<file path="config.mk">
export PLATFORM = sky130hd
export DESIGN_NAME = capture_display
export DESIGN_NICKNAME = d
export VERILOG_FILES = /design/src/verilog/cap_pkg.sv /design/src/verilog/capture_ram.sv /design/src/verilog/stream_fifo.sv /design/src/verilog/capture_display.sv
export SDC_FILE = /design/constraint.sdc
export NUM_CORES = 2
export LEC_CHECK = 0
export BUFFER_PORTS_ARGS = -buffer_cell sky130_fd_sc_hd__buf_4
export CORE_ASPECT_RATIO = 1.1
export CORE_UTILIZATION = 23
export DETAILED_ROUTE_END_ITERATION = 16
export HOLD_SLACK_MARGIN = 0.03
export PLACE_DENSITY_LB_ADDON = 0.08
export SLEW_MARGIN = 20
export SYNTH_ARGS = -nofsm -noshare
export SYNTH_HDL_FRONTEND = slang
export SYNTH_MEMORY_MAX_BITS = 65536
export SYNTH_SLANG_ARGS = --single-unit
</file>
<file path="constraint.sdc">
create_clock -name clock_i -period 4 [get_ports clock_i]
set_clock_uncertainty 0.05 [all_clocks]
set_input_delay 1.2 -clock clock_i [delete_from_list [all_inputs] [get_ports clock_i]]
set_output_delay 1.2 -clock clock_i [all_outputs]
set_load 0.02 [all_outputs]
</file>
<file path="src/verilog/cap_pkg.sv">
package cap_pkg;

    // ======================================
    // memory geometry
    localparam int             CHANNELS   = 16;
    localparam int             GROUPS     = 4;
    localparam int             GROUP_W    = 4;
    localparam int             DEPTH      = 256;
    localparam int             ADDR_W     = 8;
    localparam int             FIFO_DEPTH = 4;
    localparam logic [8:0]     FULL_COUNT = 9'h100;

    // ======================================
    // divide ratios minus one, per format
    localparam logic [1:0]     DIV_4CH    = 2'h3;
    localparam logic [1:0]     DIV_8CH    = 2'h1;
    localparam logic [1:0]     DIV_16CH   = 2'h0;

    // ======================================
    // trigger counter figures
    localparam logic [7:0]     POST_PRE    = 8'h10;
    localparam logic [7:0]     POST_CENTER = 8'h80;
    localparam logic [7:0]     POST_POST   = 8'hf0;
    localparam logic [7:0]     LINE_LAST   = 8'hff;
    localparam logic [3:0]     LAST_CHAN   = 4'hf;

    // ======================================
    // display clock timing
    localparam int             CLK_PERIOD_NS  = 8;
    localparam int             DISP_PERIOD_NS = 2000;
    localparam int             DISP_CYCLES    = DISP_PERIOD_NS / CLK_PERIOD_NS;
    localparam logic [7:0]     DISP_CYC_M1    = 8'(DISP_CYCLES - 1);

    // ======================================
    // modes and carriers
    typedef enum logic [1:0] {fmt_4ch, fmt_8ch, fmt_16ch} format_e;
    typedef enum logic [1:0] {pos_pre, pos_center, pos_post} position_e;

    typedef struct packed {
        logic       data;
        logic       blank;
        logic       intensify;
        logic       line_start;
        logic [3:0] channel;
    } disp_bit_s;

    typedef struct packed {
        logic display_mode;
        logic flag;
        logic frame;
        logic sweep_reset;
        logic master_reset;
    } status_s;

endpackage

</file>
<file path="src/verilog/capture_ram.sv">
`timescale 1ns/10ps
module capture_ram (
    // clock
    input  wire logic                       clock_i,
    // write side
    input  wire logic                       wr_en_i,
    input  wire logic [cap_pkg::ADDR_W-1:0] wr_addr_i,
    input  wire logic [cap_pkg::CHANNELS-1:0] wr_data_i,
    // read side
    input  wire logic [cap_pkg::ADDR_W-1:0] rd_addr_i,
    output logic      [cap_pkg::CHANNELS-1:0] rd_data_o
);

    // ======================================
    // sixteen 256-bit rams side by side
    logic [cap_pkg::CHANNELS-1:0] mem_q [cap_pkg::DEPTH];

    always_ff @(posedge clock_i) begin
        if (wr_en_i) begin
            mem_q[wr_addr_i] <= wr_data_i;
        end
        rd_data_o <= mem_q[rd_addr_i];
    end

endmodule

</file>
<file path="src/verilog/stream_fifo.sv">
`timescale 1ns/10ps
module stream_fifo #(
    parameter int WIDTH = 8,
    parameter int DEPTH = 4
) (
    // clock and reset
    input  wire logic             clock_i,
    input  wire logic             reset_n_i,
    // fill side
    input  wire logic             in_valid_i,
    output logic                  in_ready_o,
    input  wire logic [WIDTH-1:0] in_data_i,
    // drain side
    output logic                  out_valid_o,
    input  wire logic             out_ready_i,
    output logic      [WIDTH-1:0] out_data_o
);

    localparam int PW = $clog2(DEPTH);

    logic [WIDTH-1:0] mem_q [DEPTH];
    logic [PW:0]      wr_q, wr_d;
    logic [PW:0]      rd_q, rd_d;
    logic             push, pop;

    assign in_ready_o  = (wr_q[PW-1:0] != rd_q[PW-1:0]) || (wr_q[PW] == rd_q[PW]);
    assign out_valid_o = wr_q != rd_q;
    assign out_data_o  = mem_q[rd_q[PW-1:0]];
    assign push        = in_valid_i && in_ready_o;
    assign pop         = out_valid_o && out_ready_i;

    always_comb begin
        wr_d = push ? wr_q + 1'b1 : wr_q;
        rd_d = pop ? rd_q + 1'b1 : rd_q;
        if (!reset_n_i) begin
            wr_d = '0;
            rd_d = '0;
        end
    end

    always_ff @(posedge clock_i) begin
        wr_q <= wr_d;
        rd_q <= rd_d;
        if (push) begin
            mem_q[wr_q[PW-1:0]] <= in_data_i;
        end
    end

    full_hold_a: assert property (@(posedge clock_i) disable iff (!reset_n_i)
        !in_ready_o && !out_ready_i |=> !in_ready_o)
        else $error("fifo left full without a pop");

endmodule

</file>
<file path="src/verilog/capture_display.sv">
`timescale 1ns/10ps
// Summary of operation
// - sixteen 256-bit rams, 4/8/16 channel formats
// - four groups of four channels, one section each
// - four-channel: shift four samples of first channel
// - eight/sixteen: latch two-by-two or four-by-one samples
// - data latch feeds the group's four rams
// - ram outputs combined per format on readout
// - display end resets trigger, counters, mode
// - latch at fast clock, write at memory clock
// - memory clock is fast clock divided 1/2/4
// - record until trigger plus post-trigger portion
// - trigger flop enables separately divided trigger clock
// - trigger counter counts 16/128/240, raises first flag
// - first flag gated with memory clock enters display
// - 2 us display clock replaces store clock
// - sixteen ram outputs read out serially
// - 256 counts per line, second flag advances channel
// - sixteen lines end display, reset, restart store
// - full-fill holds trigger until address wraps once
// - first-trigger blanks never-written locations
// - parallel, serial data and status outputs
module capture_display (
    // clock and reset
    input  wire logic                         clock_i,
    input  wire logic                         reset_n_i,
    // probe side pins
    input  wire logic [cap_pkg::CHANNELS-1:0] probe_i,
    input  wire logic                         trigger_i,
    // sample interval enable pulse
    input  wire logic                         sample_tick_i,
    // settings
    input  wire cap_pkg::format_e             format_i,
    input  wire cap_pkg::position_e           position_i,
    input  wire logic                         full_fill_i,
    input  wire logic                         ext_disp_sel_i,
    // connector inputs
    input  wire logic                         record_enable_i,
    input  wire logic                         ext_disp_clk_i,
    // serial readout
    output cap_pkg::disp_bit_s                serial_o,
    output logic                              serial_valid_o,
    input  wire logic                         serial_ready_i,
    // parallel readout and status
    output logic      [cap_pkg::CHANNELS-1:0] parallel_o,
    output cap_pkg::status_s                  status_o
);

    typedef enum logic {st_store, st_display} mode_e;

    // ======================================
    // pin synchronisers
    logic [cap_pkg::CHANNELS-1:0] probe_m_q, probe_q;
    logic [2:0]                   pin_m_q, pin_q;
    logic                         xclk_prev_q;
    logic                         trig_s, rec_s, xclk_s;

    always_ff @(posedge clock_i) begin
        probe_m_q   <= probe_i;
        probe_q     <= probe_m_q;
        pin_m_q     <= {ext_disp_clk_i, record_enable_i, trigger_i};
        pin_q       <= pin_m_q;
        xclk_prev_q <= pin_q[2];
    end

    assign trig_s = pin_q[0];
    assign rec_s  = pin_q[1];
    assign xclk_s = pin_q[2];

    // ======================================
    // sequencer state
    mode_e                        mode_q, mode_d;
    logic                         trig_ff_q, trig_ff_d;
    logic                         first_flag_q, first_flag_d;
    logic [7:0]                   trig_cnt_q, trig_cnt_d;
    logic [3:0]                   chan_q, chan_d;
    logic [cap_pkg::ADDR_W-1:0]   addr_q, addr_d;
    logic [cap_pkg::ADDR_W-1:0]   base_q, base_d;
    logic [cap_pkg::ADDR_W-1:0]   rd_addr_q, rd_addr_d;
    logic [cap_pkg::ADDR_W-1:0]   trig_addr_q, trig_addr_d;
    logic [8:0]                   written_q, written_d;
    logic [1:0]                   mem_div_q, mem_div_d;
    logic [1:0]                   trig_div_q, trig_div_d;
    logic [7:0]                   disp_div_q, disp_div_d;
    logic                         wr_q, wr_d;
    logic [cap_pkg::CHANNELS-1:0] steer_q, steer_d;
    logic [cap_pkg::CHANNELS-1:0] latch_q, latch_d;
    logic                         pend_q, pend_d;
    logic [1:0]                   pend_sub_q, pend_sub_d;
    cap_pkg::disp_bit_s           pend_meta_q, pend_meta_d;
    logic                         mreset_q, mreset_d;
    logic                         sweep_q, sweep_d;
    logic [cap_pkg::CHANNELS-1:0] par_q, par_d;

    // ======================================
    // clock enables
    logic [1:0]                   ratio_m1;
    logic [7:0]                   post_cnt;
    logic                         disp_raw, disp_tick, hf_tick, mem_tick;
    logic                         trig_run, trig_tick, fifo_ready, full;
    logic [cap_pkg::CHANNELS-1:0] steer_next, rd_data;
    logic [8:0]                   valid_sum;
    cap_pkg::disp_bit_s           push_data;

    always_comb begin
        unique case (format_i)
            cap_pkg::fmt_4ch:  ratio_m1 = cap_pkg::DIV_4CH;
            cap_pkg::fmt_8ch:  ratio_m1 = cap_pkg::DIV_8CH;
            cap_pkg::fmt_16ch: ratio_m1 = cap_pkg::DIV_16CH;
            default:           ratio_m1 = cap_pkg::DIV_16CH;
        endcase
        unique case (position_i)
            cap_pkg::pos_pre:    post_cnt = cap_pkg::POST_PRE;
            cap_pkg::pos_center: post_cnt = cap_pkg::POST_CENTER;
            cap_pkg::pos_post:   post_cnt = cap_pkg::POST_POST;
            default:             post_cnt = cap_pkg::POST_CENTER;
        endcase
    end

    assign full      = written_q == cap_pkg::FULL_COUNT;
    assign disp_raw  = ext_disp_sel_i ? (xclk_s && !xclk_prev_q)
                                      : (disp_div_q == cap_pkg::DISP_CYC_M1);
    assign disp_tick = disp_raw && fifo_ready && !pend_q;
    // display clock stands in for the store clock
    assign hf_tick   = (mode_q == st_display) ? disp_tick : (sample_tick_i && rec_s);
    assign mem_tick  = hf_tick && (mem_div_q == ratio_m1);
    assign trig_run  = trig_ff_q || (mode_q == st_display);
    assign trig_tick = hf_tick && trig_run && (trig_div_q == ratio_m1);

    // ======================================
    // input steering, one stage per group
    for (genvar g = 0; g < cap_pkg::GROUPS; g++) begin : g_steer
        localparam int B = g * cap_pkg::GROUP_W;
        always_comb begin
            unique case (format_i)
                cap_pkg::fmt_4ch:
                    steer_next[B+3:B] = {steer_q[B+2:B], probe_q[B]};
                cap_pkg::fmt_8ch:
                    steer_next[B+3:B] = {steer_q[B+1:B], probe_q[B+1], probe_q[B]};
                default:
                    steer_next[B+3:B] = probe_q[B+3:B];
            endcase
        end
    end

    // ======================================
    // output steering: bit of the word for a channel and sub-sample
    function automatic logic [3:0] sel_bit(input cap_pkg::format_e fmt, input logic [3:0] ch,
                                           input logic [1:0] sub);
        unique case (fmt)
            cap_pkg::fmt_4ch: sel_bit = {ch[1:0], ~sub};
            cap_pkg::fmt_8ch: sel_bit = {ch[2:1], ~sub[0], ch[0]};
            default:          sel_bit = ch;
        endcase
    endfunction

    assign valid_sum = {1'b0, rd_addr_q - base_q} + written_q;

    // ======================================
    // sequencer next state
    always_comb begin
        mode_d       = mode_q;
        trig_ff_d    = trig_ff_q;
        first_flag_d = first_flag_q;
        trig_cnt_d   = trig_cnt_q;
        chan_d       = chan_q;
        addr_d       = addr_q;
        base_d       = base_q;
        rd_addr_d    = rd_addr_q;
        trig_addr_d  = trig_addr_q;
        written_d    = written_q;
        mem_div_d    = mem_div_q;
        trig_div_d   = trig_div_q;
        steer_d      = steer_q;
        latch_d      = latch_q;
        pend_sub_d   = pend_sub_q;
        pend_meta_d  = pend_meta_q;
        par_d        = par_q;
        wr_d         = 1'b0;
        pend_d       = 1'b0;
        mreset_d     = 1'b0;
        sweep_d      = 1'b0;
        disp_div_d   = (disp_div_q == cap_pkg::DISP_CYC_M1) ? '0 : disp_div_q + 8'h01;

        if (hf_tick) begin
            mem_div_d = (mem_div_q == ratio_m1) ? '0 : mem_div_q + 2'h1;
            if (trig_run) begin
                trig_div_d = (trig_div_q == ratio_m1) ? '0 : trig_div_q + 2'h1;
            end
        end
        if (pend_q) begin
            par_d = rd_data;
        end

        if (mode_q == st_store) begin
            if (hf_tick) begin
                steer_d = steer_next;
            end
            if (mem_tick) begin
                latch_d = steer_next;
                wr_d    = 1'b1;
            end
            if (wr_q) begin
                addr_d    = addr_q + 8'h01;
                written_d = full ? written_q : written_q + 9'h001;
            end
            if (trig_s && !trig_ff_q && (!full_fill_i || full)) begin
                trig_ff_d   = 1'b1;
                trig_addr_d = addr_q;
                trig_div_d  = '0;
                trig_cnt_d  = '0;
            end else if (trig_tick && !first_flag_q) begin
                if (trig_cnt_q == post_cnt - 8'h01) begin
                    first_flag_d = 1'b1;
                end else begin
                    trig_cnt_d = trig_cnt_q + 8'h01;
                end
            end
            if (wr_q && first_flag_q) begin
                mode_d       = st_display;
                base_d       = addr_q + 8'h01;
                rd_addr_d    = addr_q + 8'h01;
                first_flag_d = 1'b0;
                trig_cnt_d   = '0;
                chan_d       = '0;
                mem_div_d    = '0;
                trig_div_d   = '0;
            end
        end else begin
            if (hf_tick) begin
                pend_d                 = 1'b1;
                pend_sub_d             = mem_div_q;
                pend_meta_d.data       = 1'b0;
                pend_meta_d.channel    = chan_q;
                pend_meta_d.line_start = (trig_cnt_q == '0) && (mem_div_q == '0);
                pend_meta_d.blank      = !full && !valid_sum[8];
                pend_meta_d.intensify  = rd_addr_q == trig_addr_q;
            end
            if (mem_tick) begin
                rd_addr_d = rd_addr_q + 8'h01;
            end
            if (trig_tick) begin
                trig_cnt_d = trig_cnt_q + 8'h01;
                if (trig_cnt_q == cap_pkg::LINE_LAST) begin
                    sweep_d = 1'b1;
                    chan_d  = chan_q + 4'h1;
                    if (chan_q == cap_pkg::LAST_CHAN) begin
                        mreset_d = 1'b1;
                    end
                end
            end
        end

        if (!reset_n_i || mreset_q) begin
            mode_d       = st_store;
            trig_ff_d    = 1'b0;
            first_flag_d = 1'b0;
            trig_cnt_d   = '0;
            chan_d       = '0;
            addr_d       = '0;
            base_d       = '0;
            rd_addr_d    = '0;
            trig_addr_d  = '0;
            written_d    = '0;
            mem_div_d    = '0;
            trig_div_d   = '0;
            steer_d      = '0;
            latch_d      = '0;
            wr_d         = 1'b0;
            pend_d       = 1'b0;
            pend_sub_d   = '0;
            pend_meta_d  = '0;
            sweep_d      = 1'b0;
        end
        if (!reset_n_i) begin
            disp_div_d = '0;
            par_d      = '0;
            mreset_d   = 1'b0;
        end
    end

    always_ff @(posedge clock_i) begin
        mode_q       <= mode_d;
        trig_ff_q    <= trig_ff_d;
        first_flag_q <= first_flag_d;
        trig_cnt_q   <= trig_cnt_d;
        chan_q       <= chan_d;
        addr_q       <= addr_d;
        base_q       <= base_d;
        rd_addr_q    <= rd_addr_d;
        trig_addr_q  <= trig_addr_d;
        written_q    <= written_d;
        mem_div_q    <= mem_div_d;
        trig_div_q   <= trig_div_d;
        disp_div_q   <= disp_div_d;
        wr_q         <= wr_d;
        steer_q      <= steer_d;
        latch_q      <= latch_d;
        pend_q       <= pend_d;
        pend_sub_q   <= pend_sub_d;
        pend_meta_q  <= pend_meta_d;
        mreset_q     <= mreset_d;
        sweep_q      <= sweep_d;
        par_q        <= par_d;
    end

    // ======================================
    // memory and readout buffer
    capture_ram u_ram (
        .clock_i   (clock_i),
        .wr_en_i   (wr_q && (mode_q == st_store)),
        .wr_addr_i (addr_q),
        .wr_data_i (latch_q),
        .rd_addr_i (rd_addr_q),
        .rd_data_o (rd_data)
    );

    always_comb begin
        push_data      = pend_meta_q;
        push_data.data = rd_data[sel_bit(format_i, pend_meta_q.channel, pend_sub_q)];
    end

    stream_fifo #(
        .WIDTH ($bits(cap_pkg::disp_bit_s)),
        .DEPTH (cap_pkg::FIFO_DEPTH)
    ) u_fifo (
        .clock_i     (clock_i),
        .reset_n_i   (reset_n_i),
        .in_valid_i  (pend_q),
        .in_ready_o  (fifo_ready),
        .in_data_i   (push_data),
        .out_valid_o (serial_valid_o),
        .out_ready_i (serial_ready_i),
        .out_data_o  (serial_o)
    );

    // ======================================
    // connector outputs
    assign parallel_o                = par_q;
    assign status_o.display_mode     = mode_q == st_display;
    assign status_o.flag             = first_flag_q || sweep_q;
    assign status_o.frame            = mreset_q;
    assign status_o.sweep_reset      = sweep_q;
    assign status_o.master_reset     = mreset_q;

    // ======================================
    // checks
    display_entry_a: assert property (@(posedge clock_i) disable iff (!reset_n_i)
        $rose(mode_q == st_display) |-> $past(first_flag_q) && $past(wr_q))
        else $error("display entered without first flag and memory clock");

    frame_reset_a: assert property (@(posedge clock_i) disable iff (!reset_n_i)
        mreset_q |=> mode_q == st_store && !trig_ff_q && addr_q == '0 && trig_cnt_q == '0)
        else $error("master reset did not clear sequencer");

    line_flag_a: assert property (@(posedge clock_i) disable iff (!reset_n_i)
        sweep_q |-> $past(trig_cnt_q) == cap_pkg::LINE_LAST && $past(trig_tick))
        else $error("line flag without 256 counts");

    chan_step_a: assert property (@(posedge clock_i) disable iff (!reset_n_i)
        sweep_q && !mreset_q |-> chan_q == $past(chan_q) + 4'h1)
        else $error("channel did not advance on line flag");

    full_fill_a: assert property (@(posedge clock_i) disable iff (!reset_n_i)
        $rose(trig_ff_q) && full_fill_i && $past(full_fill_i) |-> $past(full))
        else $error("trigger taken before memory filled");

    post_count_a: assert property (@(posedge clock_i) disable iff (!reset_n_i)
        $rose(first_flag_q) && $stable(position_i) |-> $past(trig_cnt_q) == post_cnt - 8'h01)
        else $error("first flag at wrong post-trigger count");

    addr_step_a: assert property (@(posedge clock_i) disable iff (!reset_n_i)
        wr_q && mode_q == st_store && !mreset_q |=> addr_q == $past(addr_q) + 8'h01)
        else $error("address counter did not step on write");

    mem_clock_a: assert property (@(posedge clock_i) disable iff (!reset_n_i)
        format_i == cap_pkg::fmt_16ch && mode_q == st_store && hf_tick
        && mem_div_q == '0 && !mreset_q |=> wr_q)
        else $error("sixteen-channel format not writing every sample");

endmodule

</file>
* After elaboration in Yosys (flattened, before gate mapping) *
Memories as Yosys holds them, arrays and structs flattened. A register that Yosys moved wholly into a read port is not among the register bits.
Index checks and enable logic that the tools add are counted.

word-level totals
  flip-flop bits (word level) = 173
  memory bits (writable) = 4128
  input port bits = 29
  output and inout bits = 30
  word-level logic and storage cells = 175
  memories kept = 2

memory list
  memory        words  width  rd ports  clocked after Yosys merged registers in  wr ports  line               RTL
  u_ram.mem_q   256    16     1         1                                        1         capture_ram.sv:16  logic [cap_pkg::CHANNELS-1:0] mem_q [cap_pkg::DEPTH];
  u_fifo.mem_q  4      8      1         1                                        1         stream_fifo.sv:21  logic [WIDTH-1:0] mem_q [DEPTH];

cells by class
  add/subtract/negate cells = 13
  magnitude comparators = 1
  equal/unequal tests = 18
  mux-type cells = 50
  bitwise operators = 6
  reduce and logical (&&, ||, !) cells = 53

operators by type and width
  operator                                          count
  two-way mux 8 bit                                 9
  case mux 4 bit (2 select lines)                   5
  adder 8 x 1 -> 8 bit, second input constant       4
  two-way mux 2 bit                                 12
  two-way mux 1 bit                                 17
  == test 8 bit                                     2
  == test 8 bit, second input constant              2
  logical AND 1 bit                                 16
  two-way mux 4 bit                                 4
  case mux 8 bit (2 select lines)                   1
  AND reduction 2 bit                               7
  adder 8 x 9 -> 9 bit                              1
  adder 9 x 1 -> 9 bit, second input constant       1
  == test 9 bit, second input constant              1
  AND reduction 3 bit                               3
  zero test 1 bit                                   8
  zero test 8 bit                                   1
  != test 2 x 1 -> 1 bit, second input constant     4
  AND reduction 4 bit                               2
  subtractor 8 x 1 -> 8 bit, second input constant  1
  subtractor 8 bit                                  1
  adder 3 x 1 -> 3 bit, second input constant       2
  zero test 2 bit                                   3
  nonzero test 2 bit                                3
  19 further kinds                                  31

* Depth between registers and ports, before layout *
  word-level depth = 13
  mapped depth = 19
  gate-level depth less buffers = 14

* Cells and area by module *
From an unflattened synthesis, not the netlist that was laid out.

second synthesis, totals
  cell total of the unflattened synthesis = 8241
  area, all modules = 167464.4 um2

modules (own cells, without submodules)
  module           times used  cells each  area an instance (um2)
  capture_ram      1           7360        158714.7
  capture_display  1           771         7025.5
  stream_fifo      1           110         1724.2

* Worst setup path after synthesis *
No wires, ideal clock.

  path type = reg-to-reg
  start = register latch_q[10] in the netlist's numbering
  end = memory u_ram.mem_q[0][10] in the netlist's numbering (data pin)
  library setup time = 0.856 ns
  arrival time = 3.398 ns
  data required time = 3.094 ns
  setup slack = -0.303 ns
  cell stages (with the launch flop) = 1
  path buffers = 0
  period minus slack after synthesis = 4.303 ns
  cell sequence = dfxtp_1

RTL lines
  what                    line                    RTL
  from (decl)             capture_display.sv:87   logic [cap_pkg::CHANNELS-1:0] latch_q, latch_d;
  from (signal assigned)  capture_display.sv:298  latch_q <= latch_d;
  to (decl)               capture_ram.sv:16

No word-level cell before the write port.

==> flow_metrics.tcl <==
set metrics [dict create \
    rsz0062_at_grt "no" \
    fmax_mhz 259 \
    synth-edff-count 4128 \
    holdWs_ns 0.187 \
    ys_top_cells_by_area "edfxtp_1 (75%), mux4_2 (13%), dfxtp_1 (2.3%)" \
    gp_congestion 0.765 \
    power_uw 93800 \
    clk_path_buf_depth 4 \
    status "finished clean" \
    synthArstFlopShare 0 \
    setup_tns_ns 0 \
    gr-total-overflow 0 \
    insertion_delay_ns 1.09 \
    netlist.area_leader.share 0.746 \
    final_antenna_net_count 0 \
    ys_types 86 \
    drc 0 \
    netlist_instances 7937 \
    fin_crit_ns 3.86 \
    drt_iter0_markers 8199 \
    setup_viol 0 \
    arrival_ns 4.78 \
    hold_class "in -> reg" \
    dp.cells 18115 \
    cts.sinks 4316 \
    relSlewSlack 0.174 \
    drt_wl_total_um 651000 \
    start_kind "flop" \
    power_density_nw_per_um2 464 \
    cts_tree "done" \
    hp-start "record_enable_i" \
    ys_seq_area_frac 0.768 \
    vias 86622 \
    grt_pass1_wl_um 864000 \
    register_area_sq_um 128000 \
    dieWidth_um 813 \
    critPathRequiredTime_ns 4.92 \
    p_leak_uw 0.0636 \
    finalNonFillerCells 19019 \
    dieArea_sq_um 726000 \
    ys_ff_latch 4316 \
    yosys.area.top_type "edfxtp_1" \
    wl_per_cell_um 34.3 \
    n_fill_cell 71126 \
    final_cell_area_sq_um 202000 \
    syn_area_sq_um 166000 \
    drive_above_1_share 0.322 \
    syn_area_per_cell_sq_um 20.9 \
    finalHoldViolCount 0 \
    grt_max_degree 137 \
    hold_buffers 0 \
    numCtsBuffers 479 \
    multi_input_area_sq_um 36400 \
    via_per_inst 4.55 \
    initial_core_util 0.231 \
    dpl_cell_area_sq_um 187000 \
    core-area_sq_um 721000 \
    drt-pass1-iter-count 5 \
    ios 59 \
    rows 327 \
    cts_max_level 5 \
    critPathMaxFanout 10 \
    synthesis.nets 7999 \
    cts_setup_buffers 0 \
    cp-end-kind "flop" \
    drv_cap 0 \
    clk_pin_slew_ns 0.06 \
    antenna_found_initial 61 \
    cp-startpoint "rd_addr_q[4]" \
    grtUsageTotal 0.175 \
    slew_violations 0 \
    io_buffers 58 \
    ys_warn_count 0 \
    grt_pass1_vias 89792 \
    rr_startpoint "rd_addr_q[4]" \
    root_buffer "clkbuf_16" \
    final_nets 9117 \
    post-route-period-util 0.964 \
    synth_flop_cell "edfxtp_1" \
    die_height_um 894 \
    tightest_slew_ns 1.24 \
    critical_path_class "reg -> reg" \
    peakVddDrop_uv 415 \
    hpwl_um 421000 \
    syn2layout_area_growth_pct 21.6 \
]
[sequential cells by signal (all words and copies together), names as in the netlist, 4 cells and up, named ones only]
name             flops
parallel_o          16
u_ram.rd_data_o     16
u_ram.mem_q       4096
latch_q             16
written_q            9
rd_addr_q            8
addr_q               8
pend_meta_q          7
disp_div_q           8
base_q               8
u_fifo.mem_q        32
probe_m_q           16
steer_q             12
probe_q             16
trig_addr_q          8
trig_cnt_q           8
chan_q               4
[repair_timing]
item | CTS | global route
cloned | 0 | 0
gates resized for setup | 5 | 3
setup endpoints to repair | 5 | 3
pin swaps | 0 | 0
[cell usage in the layout, fill, tap and decap left out, drive strengths merged, types with 17 or more instances in the layout]
cell     instances
a2111oi         17
a211oi          48
a21oi          177
a221oi          75
a22o            36
a22oi          181
a31oi           26
buf           1114
bufinv          35
clkbuf         592
clkinv         233
dfxtp          188
diode           20
edfxtp        4128
ha              32
inv             41
mux2i          335
mux4           943
nand2          216
nand2b          17
nand3          100
nand4           26
nor2           397
nor2b           47
nor3            35
o21ai           84
o221ai          52
o22ai           46
xnor2           28
xor2            18
[worst max-delay path, stage by stage (launching register included)]
cell	delay [ns]
dfxtp_4	0.60
clkinv_2	0.22
buf_4	0.31
nand2_2	0.24
buf_12	0.22
nor2_1	0.20
a31oi_1	0.44
o21ai_0	0.29
buf_4	0.23
nor3_1	0.57
o22a_1	0.25
[per-stage QoR]
step	util	setup WS, ns
3_3_place_gp	0.259	-0.745
3_5_place_dp	0.259	-0.357
5_1_grt	0.281	0.0295
4_1_cts	0.280	0.000940
6_report	0.281	0.144
2_1_floorplan	-	-0.303
[report_power, final]
part,switching [uW],internal [uW]
combinational,748,152
clock,18900,24400
sequential,177,49400
total,19800,73900
[synthesized netlist by cell type, types with 26 or more instances]
master    count
a221oi_1     72
a211oi_1     48
nor2b_1      47
buf_4        40
a31oi_1      26
mux4_2      943
a22oi_1     181
inv_1        28
buf_2       135
nor3_1       35
ha_1         32
o21ai_0      80
dfxtp_1     188
nor2_1      395
edfxtp_1   4128
mux2i_1     335
xnor2_1      28
nand2_1     216
clkbuf_1    190
a21oi_1     177
o22ai_1      46
buf_6        54
a22o_1       36
o221ai_1     52
nand3_1     100
[area by class of cell]
class | count | share of cell area
Sequential cell | 4316 | 0.632
Multi-Input combinational cell | 3113 | 0.180
Clock buffer | 592 | 0.0620
Antenna cell | 20 | 0.000248
Timing Repair Buffer | 1114 | 0.0532
Clock inverter | 292 | 0.0127
Inverter | 31 | 0.000631
Tap cell | 9541 | 0.0591
[worst paths after layout]
path                            slack (ns)  depth (start not counted)                 end
worst max-delay path                  0.14                         10  u_ram.rd_data_o[4]
worst min-delay path                  0.19                          1          pin_m_q[1]
worst max register to register        0.14                         10  u_ram.rd_data_o[4]
worst min register to register        0.27                          0          probe_q[4]
[kinds of logic after synthesis]
| family | Yosys count | synth area share |
|---|---|---|
| DFF | 4316 | 0.768 |
| muxes | 1283 | 0.148 |
| and+or+nand+nor | 906 | 0.0242 |
| AOI/OAI and AO/OA | 845 | 0.0362 |
| buffers and inverters | 508 | 0.0181 |
| xor gates and xnor gates | 46 | 0.00242 |
| adders and majority gates | 33 | 0.00253 |
[metal layers]
metal  track usage  up-vias  share of wire
li1              -    35465              -
met1         0.243    48334           0.45
met2         0.296     2180           0.49
met3        0.0203      641          0.040
met4        0.0358        2          0.022
met5             0        -       0.000020
Note: power is estimated with default switching activity, not from simulation.
